File: src/design/lsp_cfg.svh
// How it works
// - Mode bit 0 gives constant current
// - Mode bit 1 gives slope sequence
// - Constant output starts after start delay
// - Slope runs phases 1-4 repeatedly after delay
// - Sequencing paced by 2.40 MHz reference tick, or by sync pin edges in clock input mode
// - Rising total time limits phases 1 and 2
// - Rising expiry jumps to phase 3 at high
// - Falling total time limits phases 3 and 4
// - Falling expiry jumps to phase 1 at low
// - Phase 1 steps low up to middle
// - Phase 2 steps middle up to high
// - Phase 3 steps high down to middle
// - Phase 4 steps middle down to low
// - External PWM mode gates output by pin
// - Sync pin unused, clock input or output
// - Dwell code 0 one period, else 75n
// - Per channel high, middle, low, delay fields
`ifndef LSP_CFG_SVH
`define LSP_CFG_SVH
`define LSP_CLK_HZ 125000000
`define LSP_REF_HZ 2400000
`define LSP_REF_DIV (`LSP_CLK_HZ / `LSP_REF_HZ)
`define LSP_PWM_TICKS 128
`define LSP_DWELL_MULT 75
`define LSP_TT_MULT 600
`define LSP_ADDR_CTRL 12'h000
`define LSP_ADDR_STATUS 12'h004
`define LSP_ADDR_LEVEL0 12'h010
`define LSP_ADDR_TIME0 12'h014
`define LSP_CH_STRIDE 12'h008
`define LSP_CTRL_EN_LSB 0
`define LSP_CTRL_MODE_LSB 4
`define LSP_CTRL_SYNC_LSB 8
`define LSP_LEVEL_RESET 16'h0f80
`define LSP_TIME_RESET 24'h008888
`endif

File: src/design/lsp_pkg.sv
package lsp_pkg;
   typedef enum logic [6:0] {
      LSP_IDLE  = 7'b0000001,
      LSP_DELAY = 7'b0000010,
      LSP_CONST = 7'b0000100,
      LSP_PH1   = 7'b0001000,
      LSP_PH2   = 7'b0010000,
      LSP_PH3   = 7'b0100000,
      LSP_PH4   = 7'b1000000
   } lsp_state_e;
   typedef enum logic [1:0] {
      LSP_SYNC_OFF = 2'h0,
      LSP_SYNC_GATE = 2'h1,
      LSP_SYNC_CLKIN = 2'h2,
      LSP_SYNC_CLKOUT = 2'h3
   } lsp_sync_e;
endpackage

File: src/design/lsp_sequencer.sv
`timescale 1ns/1ps
`default_nettype none
`include "lsp_cfg.svh"
module lsp_sequencer #(
   parameter int NCH = 3
) (
   input wire logic clk,
   input wire logic reset_n,
   input wire logic psel,
   input wire logic penable,
   input wire logic pwrite,
   input wire logic [11:0] paddr,
   input wire logic [31:0] pwdata,
   output logic [31:0] prdata,
   output logic pready,
   output logic pslverr,
   input wire logic syncGatePinIn,
   output logic syncGatePinOut,
   output logic syncGatePinOe,
   output logic [NCH-1:0] ledOn
);
   import lsp_pkg::*;

   function automatic logic [10:0] dwellLimit(input logic [3:0] code);
      dwellLimit = (code == 4'h0) ? 11'h1 : 11'(code * `LSP_DWELL_MULT);
   endfunction

   logic [2:0] enableQ;
   logic [2:0] modeQ;
   lsp_sync_e syncModeQ;
   logic [15:0] levelQ [NCH];
   logic [23:0] timeQ [NCH];
   logic [31:0] prdataQ;
   logic [3:0] dutyQ [NCH];
   lsp_state_e stateQ [NCH];

   // Bus decode
   wire setupPhase = psel & ~penable;
   wire accessPhase = psel & penable;
   wire [11:0] chOff = paddr - `LSP_ADDR_LEVEL0;
   wire [1:0] chSel = chOff[4:3];
   wire inChRange = (paddr >= `LSP_ADDR_LEVEL0) && (chOff < 12'(NCH * 8)) && (paddr[1:0] == 2'b00);
   wire isLevel = inChRange & ~chOff[2];
   wire isTime = inChRange & chOff[2];
   wire isCtrl = (paddr == `LSP_ADDR_CTRL);
   wire isStatus = (paddr == `LSP_ADDR_STATUS);
   wire mapped = isCtrl | isStatus | inChRange;
   wire wrStrobe = accessPhase & pwrite & mapped;

   assign pready = 1'b1;
   assign pslverr = accessPhase & (~mapped | (pwrite & isStatus));
   assign prdata = prdataQ;

   logic [31:0] statusWord;
   logic [31:0] readMux;
   always_comb
   begin
      statusWord = 32'h0;
      for (int c = 0; c < NCH; c++)
      begin
         statusWord[c*4 +: 4] = dutyQ[c];
         statusWord[16 + c] = (stateQ[c] != LSP_IDLE) && (stateQ[c] != LSP_DELAY);
      end
      readMux = 32'h0;
      if (isCtrl)
      begin
         readMux[`LSP_CTRL_EN_LSB +: 3] = enableQ;
         readMux[`LSP_CTRL_MODE_LSB +: 3] = modeQ;
         readMux[`LSP_CTRL_SYNC_LSB +: 2] = syncModeQ;
      end
      else if (isStatus)
         readMux = statusWord;
      else if (isLevel)
         readMux = {16'h0, levelQ[chSel]};
      else if (isTime)
         readMux = {8'h0, timeQ[chSel]};
   end

   // Read data caught in setup so the access phase needs no wait
   always_ff @(posedge clk or negedge reset_n)
      if (!reset_n)
         prdataQ <= 32'h0;
      else if (setupPhase && !pwrite)
         prdataQ <= readMux;

   always_ff @(posedge clk or negedge reset_n)
      if (!reset_n)
      begin
         enableQ <= 3'h0;
         modeQ <= 3'h0;
         syncModeQ <= LSP_SYNC_OFF;
      end
      else if (wrStrobe && isCtrl)
      begin
         enableQ <= pwdata[`LSP_CTRL_EN_LSB +: 3];
         modeQ <= pwdata[`LSP_CTRL_MODE_LSB +: 3];
         syncModeQ <= lsp_sync_e'(pwdata[`LSP_CTRL_SYNC_LSB +: 2]);
      end

   // Sync pin: two flops before use, third only for edge detection
   logic [2:0] pinSyncQ;
   always_ff @(posedge clk or negedge reset_n)
      if (!reset_n)
         pinSyncQ <= 3'h0;
      else
         pinSyncQ <= {pinSyncQ[1:0], syncGatePinIn};
   wire pinLevel = pinSyncQ[1];
   wire pinRise = pinSyncQ[1] & ~pinSyncQ[2];

   // Reference tick, internal divider or external clock edges
   logic [7:0] divQ;
   logic clkOutQ;
   wire divEnd = (divQ == 8'(`LSP_REF_DIV - 1));
   wire refTick = (syncModeQ == LSP_SYNC_CLKIN) ? pinRise : divEnd;
   always_ff @(posedge clk or negedge reset_n)
      if (!reset_n)
      begin
         divQ <= 8'h0;
         clkOutQ <= 1'b0;
      end
      else
      begin
         divQ <= divEnd ? 8'h0 : divQ + 8'h1;
         clkOutQ <= (divQ < 8'(`LSP_REF_DIV / 2));
      end
   assign syncGatePinOe = (syncModeQ == LSP_SYNC_CLKOUT);
   assign syncGatePinOut = clkOutQ & syncGatePinOe;

   // PWM period of 128 reference ticks
   logic [6:0] pwmCntQ;
   wire periodEnd = refTick && (pwmCntQ == 7'(`LSP_PWM_TICKS - 1));
   always_ff @(posedge clk or negedge reset_n)
      if (!reset_n)
         pwmCntQ <= 7'h0;
      else if (refTick)
         pwmCntQ <= pwmCntQ + 7'h1;

   // Gate passes unless external PWM mode holds the pin low
   wire gateOpen = (syncModeQ != LSP_SYNC_GATE) | pinLevel;

   genvar g;
   generate
      for (g = 0; g < NCH; g++)
      begin : gCh
         logic [10:0] stepCntQ;
         logic [13:0] ttCntQ;
         logic ledQ;
         lsp_state_e stateD;
         logic [3:0] dutyD;
         logic [10:0] stepCntD;
         logic [13:0] ttCntD;

         always_ff @(posedge clk or negedge reset_n)
            if (!reset_n)
            begin
               levelQ[g] <= `LSP_LEVEL_RESET;
               timeQ[g] <= `LSP_TIME_RESET;
            end
            else if (wrStrobe && chSel == 2'(g))
            begin
               if (isLevel)
                  levelQ[g] <= pwdata[15:0];
               if (isTime)
                  timeQ[g] <= pwdata[23:0];
            end

         wire [3:0] lowV = levelQ[g][3:0];
         wire [3:0] midRaw = levelQ[g][7:4];
         wire [3:0] highRaw = levelQ[g][11:8];
         wire [3:0] delayCode = levelQ[g][15:12];
         wire [3:0] midV = (lowV >= midRaw) ? lowV : midRaw;
         wire [3:0] highV = (midV >= highRaw) ? midV : highRaw;
         wire [3:0] tt1 = timeQ[g][19:16];
         wire [3:0] tt2 = timeQ[g][23:20];
         wire [10:0] stepNext = stepCntQ + 11'h1;
         wire [13:0] ttNext = ttCntQ + 14'h1;
         wire [1:0] phIdx = (stateQ[g] == LSP_PH2) ? 2'h1 : (stateQ[g] == LSP_PH3) ? 2'h2 :
                            (stateQ[g] == LSP_PH4) ? 2'h3 : 2'h0;
         wire stepDone = stepNext >= dwellLimit(timeQ[g][phIdx*4 +: 4]);
         wire delayDone = stepNext >= 11'(delayCode * `LSP_DWELL_MULT);
         wire riseOver = (tt1 != 4'h0) && (ttNext >= 14'(tt1 * `LSP_TT_MULT));
         wire fallOver = (tt2 != 4'h0) && (ttNext >= 14'(tt2 * `LSP_TT_MULT));

         always_comb
         begin
            stateD = stateQ[g];
            dutyD = dutyQ[g];
            stepCntD = stepCntQ;
            ttCntD = ttCntQ;
            if (!enableQ[g])
            begin
               stateD = LSP_IDLE;
               stepCntD = 11'h0;
               ttCntD = 14'h0;
            end
            else if (periodEnd)
            begin
               stepCntD = stepDone ? 11'h0 : stepNext;
               ttCntD = ttNext;
               case (stateQ[g])
                  LSP_IDLE:
                  begin
                     stateD = LSP_DELAY;
                     stepCntD = 11'h0;
                  end
                  LSP_DELAY:
                  begin
                     stepCntD = stepNext;
                     if (delayCode == 4'h0 || delayDone)
                     begin
                        stateD = modeQ[g] ? LSP_PH1 : LSP_CONST;
                        dutyD = modeQ[g] ? lowV : 4'hf;
                        stepCntD = 11'h0;
                        ttCntD = 14'h0;
                     end
                  end
                  LSP_CONST:
                     stepCntD = 11'h0;
                  LSP_PH1, LSP_PH2:
                     if (riseOver)
                     begin
                        stateD = LSP_PH3;
                        dutyD = highV;
                        stepCntD = 11'h0;
                        ttCntD = 14'h0;
                     end
                     else if (stepDone)
                     begin
                        if (stateQ[g] == LSP_PH1)
                        begin
                           if (dutyQ[g] < midV)
                              dutyD = dutyQ[g] + 4'h1;
                           else
                              stateD = LSP_PH2;
                        end
                        else if (dutyQ[g] < highV)
                           dutyD = dutyQ[g] + 4'h1;
                        else
                        begin
                           stateD = LSP_PH3;
                           ttCntD = 14'h0;
                        end
                     end
                  LSP_PH3, LSP_PH4:
                     if (fallOver)
                     begin
                        stateD = LSP_PH1;
                        dutyD = lowV;
                        stepCntD = 11'h0;
                        ttCntD = 14'h0;
                     end
                     else if (stepDone)
                     begin
                        if (stateQ[g] == LSP_PH3)
                        begin
                           if (dutyQ[g] > midV)
                              dutyD = dutyQ[g] - 4'h1;
                           else
                              stateD = LSP_PH4;
                        end
                        else if (dutyQ[g] > lowV)
                           dutyD = dutyQ[g] - 4'h1;
                        else
                        begin
                           stateD = LSP_PH1;
                           ttCntD = 14'h0;
                        end
                     end
                  default:
                     stateD = LSP_IDLE;
               endcase
            end
         end

         always_ff @(posedge clk or negedge reset_n)
            if (!reset_n)
            begin
               stateQ[g] <= LSP_IDLE;
               dutyQ[g] <= 4'h0;
               stepCntQ <= 11'h0;
               ttCntQ <= 14'h0;
            end
            else
            begin
               stateQ[g] <= stateD;
               dutyQ[g] <= dutyD;
               stepCntQ <= stepCntD;
               ttCntQ <= ttCntD;
            end

         // Constant mode is full on; slope duty sets on-slots of 8 ticks out of 16
         wire slopeOn = (pwmCntQ[6:3] < dutyQ[g]);
         wire runOn = (stateQ[g] == LSP_CONST) |
                      (((stateQ[g] & (LSP_PH1 | LSP_PH2 | LSP_PH3 | LSP_PH4)) != 7'h0) & slopeOn);
         always_ff @(posedge clk or negedge reset_n)
            if (!reset_n)
               ledQ <= 1'b0;
            else
               ledQ <= runOn & gateOpen & enableQ[g];
         assign ledOn[g] = ledQ;
      end
   endgenerate
endmodule
`default_nettype wire

File: config.mk
export PLATFORM = sky130hd
export DESIGN_NAME = lsp_sequencer
export DESIGN_NICKNAME = d
export VERILOG_FILES = /design/src/design/lsp_pkg.sv /design/src/design/lsp_sequencer.sv
export VERILOG_INCLUDE_DIRS = /design/src /design/src/design
export SDC_FILE = /design/constraint.sdc
export NUM_CORES = 1
export LEC_CHECK = 0
export BUFFER_PORTS_ARGS = -buffer_cell sky130_fd_sc_hd__buf_4
export CAP_MARGIN = 40
export CORE_MARGIN = 5
export CORE_UTILIZATION = 50
export DETAILED_ROUTE_END_ITERATION = 8
export PLACE_DENSITY_LB_ADDON = 0.15
export SETUP_SLACK_MARGIN = 0.3
export SYNTH_ARGS = -nofsm -noshare
export SYNTH_HDL_FRONTEND = slang
export SYNTH_SLANG_ARGS = --single-unit
File: constraint.sdc
create_clock -name clk -period 5.5 [get_ports clk]
set_clock_uncertainty 0.2 [all_clocks]
set_input_delay 0.275 -clock clk [delete_from_list [all_inputs] [get_ports clk]]
set_output_delay 0.275 -clock clk [all_outputs]
set_load 0.01 [all_outputs]
==> impl_metrics.yaml, run 1 <==
synthesis:
  syn_avg_cell_area_sq_um: 9.04
  synthTopCellsByArea: "dfrtp_1 (25%), ha_1 (20%), mux2_2 (4.9%), xnor2_1 (3.8%), nand2_1 (3.6%)"
  async_reset_ff_frac: 1.00
  yosysWarnings: 0
  synthDistinctLibCells: 90
  yosysSeqAreaShare: 0.283
  synth_area_sq_um: 25100
  ys_ff_latch: 282
  synth_top_area_frac: 0.252
  synth_top_area_cell: "dfrtp_1"
  synth-main-ff-cell: "dfrtp_1"
  netlist_instances: 2773
  synth_enable_flop_cells: 0
global_routing:
  grt_pass1_vias: 21300
  grt_max_degree: 107
  antenna_found_initial: 0
  grt_pass1_wl_mm: 117
  grt_usage: 0.268
  overflow: 0
drt:
  drc: 0
  ant_nets: 0
  drt-wirelength-per-cell_microns: 20.5
  viasPerCell: 5.93
  wirelength_mm: 75.9
  initialDrtViolationCount: 1484
  vias: 21900
  dr.pass1.iters: 5
die:
  initial_utilization: 0.503
  die_w_microns: 234
  io_pins: 89
  fp-row-count: 82
  fp.dieArea_sq_um: 54700
  die_h_microns: 234
  coreArea_sq_um: 49900
timing:
  fmax_mhz: 186
  slew_violations: 0
  rsz0062_at_grt: "true"
  period_share: 0.979
  hold_viol: 0
  maxSlewHeadroom: 0.395
  hold_slack_ns: 0.120
  worstMarginPinSlew_ns: 0.905
  min_period_ns: 5.39
  setup_viol: 0
clock_network:
  cts_tree: "yes"
  cts_htree_levels: 2
  cts_root_buf: "clkbuf_16"
  clkTransAtPathRegs_ns: 0.07
  clock_path_buffers: 3
  clock_latency_ns: 0.58
  cts_buffers: 36
  cts_sinks: 282
setup_path:
  crit_path_end_kind: "flip-flop"
  crit_arrival_ns: 5.65
  cp_slowest_cell: "fa_2"
  cp_common_cell: "buf_4"
  startpoint_type: "flip-flop"
  path_class: "reg -> reg"
  max_stage_delay_ns: 0.49
  crit_required_ns: 5.77
  critPathMaxFanout: 5
  path_cells: "or3_4 -> nor3_4 -> nand3b_1 -> buf_6 -> o221ai_4 -> xor2_2 -> fa_2 -> ha_4 -> a21o_1 -> a21oi_2 -> buf_4 -> buf_4 -> xnor2_2 -> nand2_1 -> ha_2 -> nand3_1 -> o31ai_4 -> o22ai_4 -> a211o_4 -> a2111oi_4 -> buf_4 -> mux2i_1"
placement:
  place_congestion: 0.956
  hpwl_mm: 58.4
  port_buffers: 71
  dpl.cell_count: 3569
job:
  drv_cap: 0
status:
  outcome: "finished clean"
pwr:
  power.leakage_nw: 14.6
  ir_worst_vdd_mv: 0.158
  power_density_nw_per_um2: 157
  power.total_mw: 4.76
cells_and_area:
  diodes: 0
  nets: 3456
  syn2layout_area_growth_pct: 20.9
  instances_no_fill: 3698
  drive_above_1_share: 0.217
  post-route-util: 0.607
worst_hold_path:
  min_path_type: "in -> reg"
==> cell families after synthesis <==
kind of cell | share of synthesized area
buf+inv | 0.0499
xor+xnor | 0.0573
simple gates | 0.152
flops | 0.283
fa+ha+maj | 0.206
other cells | 0.000300
mux | 0.0823
compound gates | 0.169
==> final timing paths <==
path	from	endpoint	slack [ns]	cells after the start
setup / recovery	stateQ[0]	dutyQ[1]	0.11	22
hold reg to reg	pinSyncQ[0]	pinSyncQ[1]	0.15	0
setup reg to reg	stateQ[0]	dutyQ[1]	0.11	22
min in group asynchronous	reset_n	gCh[0].tt2[0]	0.15	2
max in group asynchronous	reset_n	stateQ[8]	3.56	3
hold / removal	paddr[4]	gCh[1].midRaw[2]	0.12	3
==> layout by cell type (no fill, tap or decap), drive strengths merged, types with 109 or more instances in the layout <==
cell   instances
mux2         110
xnor2        109
a21oi        139
o21ai        161
buf          248
ha           393
nand2        242
inv          222
dfrtp        252
nor2         157
==> synth_stat cells, types with 13 or more instances <==
cell	instances
and3_1	36
nand3_1	83
o221ai_1	17
mux2_2	108
a32o_1	25
nand4_1	25
o21ai_0	152
ha_1	393
a21o_1	46
nand2_1	241
o22ai_1	28
mux2i_1	82
nor3_1	55
xnor2_1	109
nand2b_1	34
nor2b_1	46
a21oi_1	138
a211oi_1	28
nor2_1	157
and2_1	13
xor2_1	55
dfstp_2	30
a31oi_1	29
o21a_1	25
or3_1	14
clkbuf_1	64
inv_1	219
o31ai_1	21
dfrtp_1	252
o211ai_1	30
==> cell type report <==
| type | instances | area, sq um |
|---|---|---|
| clock buffers | 46 | 1020 |
| clock inverters | 17 | 193 |
| fillers | 4334 | 19600 |
| inverters | 222 | 833 |
| multi-input cells | 2183 | 18000 |
| flip-flops and latches | 282 | 7100 |
| well taps | 672 | 841 |
| repair buffers | 276 | 2320 |
==> report_power, final <==
| part | switching [mW] | internal [mW] |
|---|---|---|
| Sequential | 0.00333 | 2.08 |
| Combinational | 0.146 | 0.0739 |
| Clock | 1.00 | 1.46 |
| Total | 1.15 | 3.61 |
==> flip-flops by register name (all words and copies together) (netlist names) <==
name           count
divQ               8
prdata            24
gCh.ledQ           3
stateQ            21
gCh.midRaw        12
gCh.ttCntQ        42
syncModeQ          2
clkOutQ            1
gCh.highRaw       12
timeQ             48
modeQ              3
gCh.lowV          12
gCh.tt2           12
gCh.stepCntQ      33
pwmCntQ            7
enableQ            3
gCh.delayCode     12
gCh.tt1           12
dutyQ             12
pinSyncQ           3
==> layer usage <==
metal,global-route usage,up-vias,routed length [microns]
met5,0,-,0
met4,0.0850,0,2390
met1,0.364,10700,33900
li1,-,10500,-
met2,0.451,587,36000
met3,0.0293,149,3610
==> critical path: cells and delay by family, from the launching register on <==
family | cells | cell delay [ns]
AOI/OAI and AO/OA | 7 | 1.77
xor gates and xnor gates | 2 | 0.29
adders and majority gates | 3 | 1.03
buffers and inverters | 4 | 0.59
DFF | 1 | 0.37
muxes | 1 | 0.18
and+or+nand+nor | 5 | 0.87
==> timing repair <==
item | CTS | global route
gates resized for setup | 99 | 139
endpoints found under the setup margin | 106 | 108
endpoints found under the hold margin | 232 | 0
pin swaps | 56 | 88
hold buffers | 27 | 0
cloned | 1 | 1
buffers inserted | 20 | 16
==> metrics by stage <==
stage	cell area (sq um)	setup WS (ns)	setup TNS, ns
3_3_place_gp	27400	-0.138	-1.54
5_1_grt	30300	-0.0980	-0.800
2_1_floorplan	25400	0.148	0
4_1_cts	29600	0.134	0
6_report	30300	0.113	0
3_5_place_dp	27500	-0.204	-3.76
Note: power is estimated with default switching activity, not from simulation.
==> run 2: changes to the inputs <==
- clock period: 5.5 -> 5.9 ns (I/O delays scaled with it)
==> impl_metrics.yaml, run 2 (same netlist as run 1, synthesis figures left out) <==
setup_path:
  startpoint_type: "flip-flop"
  crit_required_ns: 6.15
  path_class: "reg -> reg"
  crit_arrival_ns: 5.74
  cp_slowest_cell: "dfstp_2"
  critPathMaxFanout: 5
  max_stage_delay_ns: 0.56
  cp_common_cell: "ha_4"
  path_buf_inv: 2
  crit_path_end_kind: "flip-flop"
  critPathTopFamily: "compound AO/OA/AOI/OAI gates"
worst_hold_path:
  min_path_type: "in -> async"
placement:
  place_congestion: 0.897
  port_buffers: 71
  dpl.cell_count: 3526
  hpwl_mm: 57.3
  post_dp_cell_area_sq_um: 26900
timing:
  period_share: 0.930
  setup_viol: 0
  slew_violations: 0
  min_period_ns: 5.48
  maxSlewHeadroom: 0.246
  hold_viol: 0
  fmax_mhz: 182
  worstMarginPinSlew_ns: 1.13
  rsz0062_at_grt: "true"
global_routing:
  overflow: 0
  grt_pass1_vias: 21200
  grt_pass1_wl_mm: 116
  grt_max_degree: 175
  grt_usage: 0.265
  antenna_found_initial: 4
die:
  coreArea_sq_um: 49900
  die_h_microns: 234
  initial_utilization: 0.503
  io_pins: 89
  die_w_microns: 234
  fp.dieArea_sq_um: 54700
  fp-row-count: 82
pwr:
  power_density_nw_per_um2: 151
  power.leakage_nw: 14.2
  ir_worst_vdd_mv: 0.186
  power.total_mw: 4.47
drt:
  drt-wirelength-per-cell_microns: 20.5
  drc: 0
  ant_nets: 0
  vias: 21800
  wirelength_mm: 74.9
  initialDrtViolationCount: 1712
  dr.pass1.iters: 6
  viasPerCell: 5.97
cells_and_area:
  post-route-util: 0.592
  largest_reg_flops: 48
  nets: 3405
  reg_top3: "timeQ x48, gCh.ttCntQ x42, gCh.stepCntQ x33"
  postLayoutCellArea_sq_um: 29500
  drive_above_1_share: 0.183
  final_cell_mix: "ha_1 (370), dfrtp_1 (246), nand2_1 (236)"
  layout_commonest_cell: "ha_1"
  syn2layout_area_growth_pct: 17.8
  top_register: "timeQ"
  instances_no_fill: 3650
clock_network:
  cts_htree_levels: 2
  cts_sinks: 282
  clock_path_buffers: 3
  clkTransAtPathRegs_ns: 0.06
  cts_buffers: 36
  clock_latency_ns: 0.57
  cts_tree: "yes"
  cts_root_buf: "clkbuf_16"
status:
  outcome: "finished clean"
job:
  drv_cap: 0
run 2: cell count changes in the layout (fill, tap and decap cells not counted), sizes merged:
cell      delta
buf         -50
diode        +1
clkinvlp     -2
clkbuf       +5
inv          -1
clkinv       -2
bufinv       +1
run 2: worst paths after layout:
check	slack, ns	depth (start not counted)	startpoint	endpoint
worst max register to register	0.42	26	stateQ[7]	dutyQ[4]
worst min-delay path	0.07	2	reset_n	gCh[2].tt2[3]
worst min register to register	0.15	0	pinSyncQ[0]	pinSyncQ[1]
worst max-delay path	0.42	26	stateQ[7]	dutyQ[4]
max in group asynchronous	4.00	3	reset_n	gCh[0].delayCode[3]
min in group clk	0.08	3	paddr[4]	gCh[0].highRaw[1]
run 2: worst reg2reg max path, cell delays in order (launching register included):
cell	delay (ns)
dfstp_2	0.56
nor3_4	0.06
buf_6	0.13
and3_4	0.16
nor2_4	0.16
buf_4	0.14
o22ai_1	0.06
o21a_2	0.24
ha_4	0.28
fa_2	0.47
ha_4	0.19
a21o_1	0.16
a21oi_2	0.15
nor2b_1	0.07
o21ai_1	0.13
nand2b_1	0.09
xnor2_1	0.20
nand2_1	0.12
ha_4	0.30
nand3_2	0.08
a21oi_2	0.12
o21ai_2	0.08
o2bb2ai_4	0.16
o21a_1	0.13
or2_1	0.23
a2111o_1	0.42
mux2_4	0.32
run 2: power breakdown:
part / internal, mW / switching [mW] / total, mW
Combinational: 0.0676 / 0.134 / 0.202
Sequential: 1.94 / 0.00352 / 1.94
Clock: 1.42 / 0.912 / 2.33
Total: 3.42 / 1.05 / 4.47
run 2: metal layers:
metal / up-vias / wire length, microns / track usage
li1: 10400 / - / -
met1: 10700 / 33100 / 0.362
met2: 595 / 35000 / 0.441
met3: 150 / 4300 / 0.0403
met4: 2 / 2500 / 0.0762
met5: - / 13 / 0
run 2: cell type report:
class	instances	area [sq um]
inverter	222	833
fill	4435	20300
antenna	1	2.50
tap	672	841
clock inverter	13	178
timing repair buffer	225	1890
sequential	282	7100
multi-input combinational	2183	17600
clock buffer	52	1050
run 2: repair_timing:
| item | in CTS | in global routing |
|---|---|---|
| endpoints found under the hold margin | 185 | 0 |
| gates resized for setup | 40 | 147 |
| pin swaps | 12 | 64 |
| buffers inserted | 6 | 23 |
| endpoints found under the setup margin | 97 | 108 |
| hold buffers | 27 | 0 |
| gates cloned | 1 | 1 |
run 2: through the flow:
stage / setup TNS, ns / hold slack, ns / setup WS [ns]
6_report: 0 / 0.0695 / 0.415
4_1_cts: 0 / 0.0399 / 0.294
5_1_grt: 0 / 0.0806 / 0.197
3_3_place_gp: -1.42 / 0.0680 / -0.159
2_1_floorplan: 0 / -0.201 / 0.208
3_5_place_dp: -2.30 / 0.0676 / -0.254
